$ cat src/wdtc_pkg.sv
package wdtc_pkg;
    // Register byte offsets on the APB bus.
    localparam logic [11:0] CTRL_OFS = 12'h000;
    localparam logic [11:0] CAUSE_OFS = 12'h004;
    localparam logic [11:0] CFG_OFS = 12'h008;
    localparam int ADDR_W = 12;

    // Control register fields and reset values.
    localparam int SWEN_BIT = 0;
    localparam int LOWPWR_BIT = 7;
    localparam logic [7:0] CTRL_RST = 8'h00;

    // Reset cause fields, cleared by writing a one.
    localparam int TOUT_BIT = 0;
    localparam int WAKE_BIT = 1;

    // Configuration fields: postscale select and configuration enable.
    localparam int PS_LSB = 0;
    localparam int PS_W = 4;
    localparam int CFGEN_BIT = 4;
    localparam logic [3:0] PS_RST = 4'hf;
    localparam logic CFGEN_RST = 1'b0;

    // Timing: base period and the longest selectable period.
    localparam int CLK_MHZ = 100;
    localparam int BASE_MS = 4;
    localparam int BASE_CYC = BASE_MS * 1000 * CLK_MHZ;
    localparam int MAX_TIMEOUT_MS = 131072;
    localparam int BASE_W = 19;
    localparam int PSC_W = 16;

    // Watchdog sequencer states, Gray coded along off, count, fire.
    typedef enum logic [1:0] {
        WDTC_OFF = 2'b00,
        WDTC_COUNT = 2'b01,
        WDTC_FIRE = 2'b11
    } wdtc_state_e;
endpackage

$ cat src/wdtc_top.sv
module wdtc_top
    import wdtc_pkg::*;
#(
    parameter int BASE_CYCLES = BASE_CYC
) (
    input wire logic pclk,
    input wire logic presetn,
    input wire logic psel,
    input wire logic penable,
    input wire logic pwrite,
    input wire logic [ADDR_W-1:0] paddr,
    input wire logic [31:0] pwdata,
    output logic [31:0] prdata,
    output logic pready,
    output logic pslverr,
    input wire logic sleep_exec,
    input wire logic watchdog_clear_instruction,
    input wire logic primary_osc_fail,
    input wire logic secondary_timer_osc_fail,
    input wire logic low_voltage_detect,
    input wire logic sleep_mode,
    output logic internal_rc_osc,
    output logic regulator_lowpower,
    output logic watchdog_reset,
    output logic watchdog_wake
);
    logic software_watchdog_enable;
    logic regulator_sleep_lowpower;
    logic [PS_W-1:0] postscale_select;
    logic config_watchdog_enable;
    logic tout_flag;
    logic wake_flag;
    logic [BASE_W-1:0] base_cnt;
    logic [PSC_W-1:0] psc_cnt;
    wdtc_state_e state;
    wdtc_state_e next_state;

    // Bus decode. Reads are captured in the setup cycle so the access phase
    // can always answer at once with data straight from a flip-flop.
    wire setup_ph = psel && !penable;
    wire access_ph = psel && penable;
    wire hit_ctrl = (paddr == CTRL_OFS);
    wire hit_cause = (paddr == CAUSE_OFS);
    wire hit_cfg = (paddr == CFG_OFS);
    wire mapped = hit_ctrl || hit_cause || hit_cfg;
    wire wr_ctrl = access_ph && pwrite && hit_ctrl;
    wire wr_cause = access_ph && pwrite && hit_cause;
    wire wr_cfg = access_ph && pwrite && hit_cfg;
    assign pready = access_ph;
    assign pslverr = access_ph && !mapped;

    // Read views; unimplemented bits stay zero.
    wire [31:0] ctrl_view = {24'h000000, regulator_sleep_lowpower, 6'h00,
                             software_watchdog_enable};
    wire [31:0] cause_view = {30'h00000000, wake_flag, tout_flag};
    wire [31:0] cfg_view = {27'h0000000, config_watchdog_enable, postscale_select};
    wire [31:0] rd_mux = hit_ctrl ? ctrl_view :
                         hit_cause ? cause_view :
                         hit_cfg ? cfg_view : 32'h00000000;

    // Enable and clear terms.
    wire wdt_on = config_watchdog_enable || software_watchdog_enable;
    wire clr_instr = sleep_exec || watchdog_clear_instruction;
    wire clk_fail = primary_osc_fail || secondary_timer_osc_fail;
    wire clear_any = clr_instr || clk_fail || !wdt_on;
    assign internal_rc_osc = wdt_on;

    // Base period: one pass of the counter is BASE_CYCLES pclk cycles, 4 ms at the 100 MHz default.
    wire base_done = (base_cnt == BASE_W'(BASE_CYCLES - 1));

    // Tap mask: code n waits for 2**n base periods, so 0000 gives 1:1 and
    // 1111 gives 1:32768, 131.072 s at the 4 ms base.
    wire [PSC_W-1:0] tap_mask = PSC_W'((17'h00001 << postscale_select) - 17'h00001);
    wire tap_hit = base_done && ((psc_cnt & tap_mask) == tap_mask);
    wire expire = (state == WDTC_COUNT) && tap_hit && !clear_any;

    // One timeout pulse, routed by the power mode.
    assign watchdog_reset = (state == WDTC_FIRE) && !sleep_mode;
    assign watchdog_wake = (state == WDTC_FIRE) && sleep_mode;
    assign regulator_lowpower = regulator_sleep_lowpower && sleep_mode;

    // Sequencer next state. The fire state lasts one cycle, which makes the
    // timeout a single pulse however long the clear inputs stay low, and the
    // count restarts from zero behind it.
    always_comb begin
        next_state = state;
        case (state)
            WDTC_OFF: begin
                if (wdt_on) begin
                    next_state = WDTC_COUNT;
                end
            end
            WDTC_COUNT: begin
                if (!wdt_on) begin
                    next_state = WDTC_OFF;
                end else if (expire) begin
                    next_state = WDTC_FIRE;
                end
            end
            WDTC_FIRE: begin
                next_state = wdt_on ? WDTC_COUNT : WDTC_OFF;
            end
            default: begin
                next_state = WDTC_OFF;
            end
        endcase
    end

    always_ff @(posedge pclk or negedge presetn) begin
        if (!presetn) begin
            state <= WDTC_OFF;
        end else begin
            state <= next_state;
        end
    end

    // Base counter and postscaler; any clear term restarts both from zero.
    // Holding them at zero outside the count state means a stale partial count
    // can never shorten the first period after an enable.
    always_ff @(posedge pclk or negedge presetn) begin
        if (!presetn) begin
            base_cnt <= '0;
            psc_cnt <= '0;
        end else if (clear_any || state != WDTC_COUNT) begin
            base_cnt <= '0;
            psc_cnt <= '0;
        end else if (base_done) begin
            base_cnt <= '0;
            psc_cnt <= tap_hit ? '0 : psc_cnt + 16'h0001;
        end else begin
            base_cnt <= base_cnt + 19'h00001;
        end
    end

    // Control register. A low-voltage detect beats a software set of the
    // regulator bit in the same cycle, since the supply is already failing.
    always_ff @(posedge pclk or negedge presetn) begin
        if (!presetn) begin
            software_watchdog_enable <= CTRL_RST[SWEN_BIT];
            regulator_sleep_lowpower <= CTRL_RST[LOWPWR_BIT];
        end else begin
            if (wr_ctrl) begin
                software_watchdog_enable <= pwdata[SWEN_BIT];
            end
            if (low_voltage_detect) begin
                regulator_sleep_lowpower <= 1'b0;
            end else if (wr_ctrl) begin
                regulator_sleep_lowpower <= pwdata[LOWPWR_BIT];
            end
        end
    end

    // Configuration register with the postscale select and configuration enable.
    always_ff @(posedge pclk or negedge presetn) begin
        if (!presetn) begin
            postscale_select <= PS_RST;
            config_watchdog_enable <= CFGEN_RST;
        end else if (wr_cfg) begin
            postscale_select <= pwdata[PS_LSB +: PS_W];
            config_watchdog_enable <= pwdata[CFGEN_BIT];
        end
    end

    // Reset cause flags: write one to clear, and a new event wins the cycle.
    always_ff @(posedge pclk or negedge presetn) begin
        if (!presetn) begin
            tout_flag <= 1'b0;
            wake_flag <= 1'b0;
        end else begin
            if (watchdog_reset) begin
                tout_flag <= 1'b1;
            end else if (wr_cause && pwdata[TOUT_BIT]) begin
                tout_flag <= 1'b0;
            end
            if (watchdog_wake) begin
                wake_flag <= 1'b1;
            end else if (wr_cause && pwdata[WAKE_BIT]) begin
                wake_flag <= 1'b0;
            end
        end
    end

    // Read data is held from the setup cycle through the access phase.
    always_ff @(posedge pclk or negedge presetn) begin
        if (!presetn) begin
            prdata <= 32'h00000000;
        end else if (setup_ph) begin
            prdata <= pwrite ? 32'h00000000 : rd_mux;
        end
    end
endmodule
$ cat config.mk
export PLATFORM = sky130hd
export DESIGN_NAME = wdtc_top
export DESIGN_NICKNAME = d
export VERILOG_FILES = /design/src/wdtc_pkg.sv /design/src/wdtc_top.sv
export SDC_FILE = /design/constraint.sdc
export NUM_CORES = 1
export LEC_CHECK = 0
export BUFFER_PORTS_ARGS = -buffer_cell sky130_fd_sc_hd__buf_2
export CORE_MARGIN = 2
export CORE_UTILIZATION = 50
export DETAILED_ROUTE_END_ITERATION = 16
export PLACE_DENSITY_LB_ADDON = 0.12
export REMOVE_ABC_BUFFERS = 1
export SYNTH_ARGS = -nofsm -noshare
export SYNTH_HDL_FRONTEND = slang
export SYNTH_SLANG_ARGS = --single-unit
$ cat constraint.sdc
create_clock -name pclk -period 7.4 [get_ports pclk]
set_clock_uncertainty 0.1 [all_clocks]
set_input_delay 0.37 -clock pclk [delete_from_list [all_inputs] [get_ports pclk]]
set_output_delay 0.37 -clock pclk [all_outputs]
set_load 0.1 [all_outputs]
Word level (Yosys, flattened, before mapping)
Index checks and enable logic that the tools add are counted.

storage, ports and cells
  input port bits = 55
  latch bits = 0
  bits in writable memories = 0
  memories = 0
  memory bits (read-only) = 0
  output and inout port bits = 38
  logic and storage cells = 79
  register bits after elaboration = 78

cells by class
  div/mod/pow operators = 0
  equal/unequal tests = 9
  multiply operators = 0
  reduce and logical (&&, ||, !) cells = 35
  order comparisons = 0
  muxes and demuxes = 20
  shift operators = 1
  bitwise gates (word level) = 1
  $add $sub $neg = 3

operator list
  kind                     count
  $mux W16                 3
  $mux W19                 2
  $add A19 B1 Y19 const B  1
  $eq A19 B19 Y1 const B   1
  $add A16 B1 Y16 const B  1
  $and A16 B16 Y16         1
  $eq A16 B16 Y1           1
  $mux W8                  2
  $shl A1 B4 Y16 const A   1
  $sub A16 B1 Y16 const B  1
  $logic_and A1 B1 Y1      15
  $eq A12 B3 Y1 const B    1
  $eq A12 B4 Y1 const B    1
  $logic_not A12 Y1        1
  $mux W5                  2
  $logic_or A1 B1 Y1       8
  $reduce_bool A2 Y1       4
  $mux W1                  7
  $mux W2                  3
  $pmux W2 S3              1
  $logic_not A1 Y1         5
  $ne A3 B3 Y1 const B     1
  $eq A2 B1 Y1 const B     1
  $eq A2 B2 Y1 const B     1
  4 further kinds          4

Logic depth before layout (Yosys ltp)
  depth in word-level cells = 10
  gate-level depth with buffers = 13
  gate-level depth less buffers = 9

Worst setup path before layout
No wires, ideal clock.

  kind = input to output
  start = input port psel
  end = output port pslverr
  stages = 2
  arrival time = 2.590 ns
  path buffers = 0
  slack = 4.340 ns
  required time = 6.930 ns
  path through = and2_1 nor2b_1

between the ends
  longest elaborated chain between the ends = 2

ends and longest elaborated chain
  element              RTL line        text
  from (decl)          wdtc_top.sv:8   input wire logic psel,
  $logic_and A1 B1 Y1  wdtc_top.sv:41  wire access_ph = psel && penable;
  $logic_and A1 B1 Y1  wdtc_top.sv:50  assign pslverr = access_ph && !mapped;
  to (decl)            wdtc_top.sv:15  output logic pslverr,

No other way between the ends.

Worst setup path after layout
  start = register postscale_select[3]
  end = register psc_cnt[8]

between the ends
  longest elaborated chain between the ends = 8

ends and longest elaborated chain
  element                  RTL line         text
  from (decl)              wdtc_top.sv:29   logic [PS_W-1:0] postscale_select;
  from (signal assigned)   wdtc_top.sv:159  postscale_select <= pwdata[PS_LSB +: PS_W];
  $shl A1 B4 Y16 (*)       wdtc_top.sv:73   wire [PSC_W-1:0] tap_mask = PSC_W'((17'h00001 << postscale_select) - 17'h00001);
  $sub A16 B1 Y16 (*)      wdtc_top.sv:73
  $and A16 B16 Y16         wdtc_top.sv:74   wire tap_hit = base_done && ((psc_cnt & tap_mask) == tap_mask);
  $eq A16 B16 Y1 (*)       wdtc_top.sv:74
  $logic_and A1 B1 Y1 (*)  wdtc_top.sv:74
  $mux W16 (*)             wdtc_top.sv:129  psc_cnt <= tap_hit ? '0 : psc_cnt + 16'h0001;
  $mux W16 (*)             wdtc_top.sv:127  end else if (base_done) begin
  $mux W16 (*)             wdtc_top.sv:124  end else if (clear_any || state != WDTC_COUNT) begin
  to (signal assigned)     wdtc_top.sv:129
  to (decl)                wdtc_top.sv:34   logic [PSC_W-1:0] psc_cnt;

Every way passes the cells marked *; elsewhere a longest branch is shown, timed or not. The select of a mux whose other input is x is not followed.
A chain may end at the register's enable or synchronous reset.

==> run_results.csv <==
group,metric,value,unit
global_route,antenna_found_initial,0,
synthesis,synth_ff_type,"dfrtp_1",
placed_design,io_buffers,40,
synthesis,ys_seq_area_frac,0.4204,
global_route,top_usage_layer,"met2",
synthesis,synthTopCellsByCount,"47 x dfrtp_1, 34 x nor2_1, 30 x nand2_1",
final_layout,num_antenna_cells,0,
synthesis,post-synth-top-count-cell,"dfrtp_1",
timing,finalSetupViolations,0,
cts,post_cts_resized,0,
die,core_region_area,5921,sq um
drt,drc_errors,0,
power_and_ir_drop,p_comb_frac,0.154,
global_route,gr-usage-met2,0.3065,
power_and_ir_drop,cell_internal_pwr,0.3526,mW
global_route,grt_pass1_wl,10140,microns
die,fp.dieH,82.08,microns
synthesis,syn_inst,333,
die,start_util,0.5148,
worst_setup_path,start_kind,"flop",
worst_setup_path,worst-setup-path-type,"flop to flop",
final_layout,fin_area,3273,sq um
synthesis,async_reset_ff_frac,1.000,
placed_design,dpl.hpwl,4251,microns
worst_setup_path,reg2reg_slack,4.10,ns
timing,fin_hold_ws,0.06218,ns
global_route,grt_util_all_layers,0.1941,
drt,firstDrtPassIters,4,
die,rows,28,
timing,tns,0,ns
worst_setup_path,critPathMaxStageDelay,0.47,ns
timing,finalHoldViolCount,0,
cts,htreeDepth,2,
cts,hold_buffers,0,
power_and_ir_drop,peakVddDrop,0.09455,mV
timing,fin_crit,3.304,ns
die,die_w,82.08,microns
timing,rsz0062_at_grt,"false",
worst_setup_path,worstPathCellList,"nor3_1 -> nand2_1 -> ha_1 -> or3_1 -> a2111oi_0 -> nor4_1 -> o2111a_1 -> nor2_2 -> a32o_1",
synthesis,synth_edf_count,0,
worst_setup_path,worstPathMaxFanout,17,
synthesis,synth_area,3048,sq um
cts,clk_pin_slew_worst_paths,0.09,ns
flow_run,max_cap_violations,0,
worst_setup_path,arrival,3.45,ns
cts,numCtsBuffers,5,
drt,dr_total_vias,2445,
global_route,use_met3,0.03626,
drt,wire_per_inst,13.76,microns
worst_setup_path,slowest_stage,"nor2_2",
power_and_ir_drop,swShare,0.3181,
final_layout,drive_gt1_frac,0.1635,
drt,dr.first_iter.drc_count,143,
timing,worst_pin_slew,0.7870,ns
power_and_ir_drop,p_clk_frac,0.306,
global_route,globalRouteMet1Util,0.2754,
cts,cts.path.max_buffers,2,
final_layout,layout.nets,424,
worst_hold_path,hp-class,"primary input to asynchronous set/reset pin",
timing,drv_slew,0,
worst_setup_path,worstPathRequired,7.54,ns
power_and_ir_drop,p_leak,1.479,nW
timing,clock.fmax,302.6,MHz
timing,fin_crit_sh,0.4465,
cts,cts_tree,"built",
power_and_ir_drop,p_per_area,158.0,nW/um^2
power_and_ir_drop,p_switching,0.1645,mW
final_layout,finish.utilization,0.5528,
global_route,grt_pass1_vias,2145,
synthesis,synth_cell_types,57,
worst_setup_path,cp-end-kind,"flop",
placed_design,place.gp.congestion,0.7761,
cts,clk_latency,0.30,ns
final_layout,syn2layout_area_growth,7.389,%
synthesis,yosysWarnings,0,
drt,wirelength,6084,microns
synthesis,yosys.area.top_type,"dfrtp_1",
synthesis,synth_top_area_frac,0.3859,
global_route,gr-total-overflow,0,
power_and_ir_drop,seqPwrFrac,0.540,
drt,ant_nets,0,
synthesis,synth_seq_cells,51,
cts,post_cts_buffers,0,
cts,cts_root_buf,"clkbuf_8",
timing,relSlewSlack,0.4713,
die,io_pins,93,
placed_design,placedInstanceArea,3188,sq um
synthesis,syn_avg_cell_area,9.153,sq um
cts,cts.sink_count,51,
synthesis,synth_area_leaders,"dfrtp_1 39%, buf_4 6.7%, nor2_1 4.2%",
die,die_area,6736,sq um
global_route,grt_max_degree,52,
drt,via_per_inst,5.532,
status,outcome,"finished, final reports clean",
[cells in the final DEF, fill, tap and decap left out, types with 2 or more instances in the layout]
master     Yosys  final
xor2_1        13     13
a32o_1         5      5
and3_1         5      5
nor4_1         8      8
xnor2_1        6      6
buf_4         27      2
and2_1         6      6
ha_1           3      3
nand3_1       20     20
or4_1          2      2
mux2_2         2      2
buf_2          6     40
a22o_1         3      3
nor2_1        34     34
nand2b_1       4      4
or3_1          2      2
o21ai_0        6      6
o31ai_1        9      9
conb_1         1     26
a21oi_1        7      7
dfrtp_1       47     47
inv_1          9      9
o21ai_1        2      2
a221o_1        5      5
a21o_1         4      4
clkbuf_8       0      5
nand2_1       30     30
and4_1         2      2
dfstp_2        4      4
nor2b_1        4      4
o2111ai_1      2      2
nor3_1        13     13
nor4b_1        4      4
nand4_1        7      7
[critical path, delay by kind of cell, from the launching register on]
kind | cells | cell delay (ns)
AO/OA/AOI/OAI | 3 | 1.06
adder cells (fa/ha/maj) | 1 | 0.32
flip-flops | 1 | 0.45
AND/OR/NAND/NOR | 5 | 1.31
[cells by family after synthesis]
family	after synthesis	share of synthesized area
muxes	4	0.01437
other	1	0.001230
DFF	51	0.4204
and+or+nand+nor	149	0.2566
adders and majority gates	3	0.01232
AOI/OAI and AO/OA	56	0.1433
buffers and inverters	50	0.09729
xor gates and xnor gates	19	0.05460
[worst paths after layout]
check,from,to,depth (start not counted)
worst max-delay path,postscale_select[3],psc_cnt[8],9
worst min-delay path,presetn,base_cnt[15],2
worst max register to register,postscale_select[3],psc_cnt[8],9
worst min register to register,base_cnt[0],base_cnt[0],1
max in group asynchronous,presetn,psc_cnt[5],2
min in group pclk,low_voltage_detect,regulator_sleep_lowpower,2
[state kept, by name (all words and copies together), names as in the netlist]
| signal | cells |
|---|---|
| regulator_sleep_lowpower | 1 |
| postscale_select | 4 |
| software_watchdog_enable | 1 |
| prdata | 6 |
| tout_flag | 1 |
| wake_flag | 1 |
| psc_cnt | 15 |
| state | 2 |
| config_watchdog_enable | 1 |
| base_cnt | 19 |
[metrics by stage]
stage	cells	worst slack, ns	total power, mW
final	442	4.096	0.5171
after global routing	442	3.858	0.5392
after CTS	442	4.114	0.5239
after detailed placement	434	4.137	0.3648
after global placement	434	4.129	0.3647
after floorplan	317	4.340	0.3492
[area by class of cell]
cell class,count,area (sq um)
multi-input combinational,257,1564
clock inverter,2,12.51
tap,75,93.84
clock buffer,6,72.57
timing repair buffer,42,215.2
fill,543,2648
inverter,9,33.78
sequential,51,1281
[layer usage]
| metal | up-vias | share of wire |
|---|---|---|
| li1 | 1215 | - |
| met1 | 1159 | 0.49 |
| met2 | 65 | 0.45 |
| met3 | 6 | 0.047 |
| met4 | 0 | 0.0099 |
| met5 | - | 0 |
[power by group through the flow]
stage / registers [mW] / clock network [mW] / logic, mW
CTS: 0.279 / 0.164 / 0.0802
detailed placement: 0.285 / 0 / 0.0801
global placement: 0.285 / 0 / 0.0800
finish: 0.279 / 0.158 / 0.0798
global route: 0.279 / 0.175 / 0.0843
floorplan: 0.285 / 0 / 0.0644
Note: power is estimated with default switching activity, not from simulation.
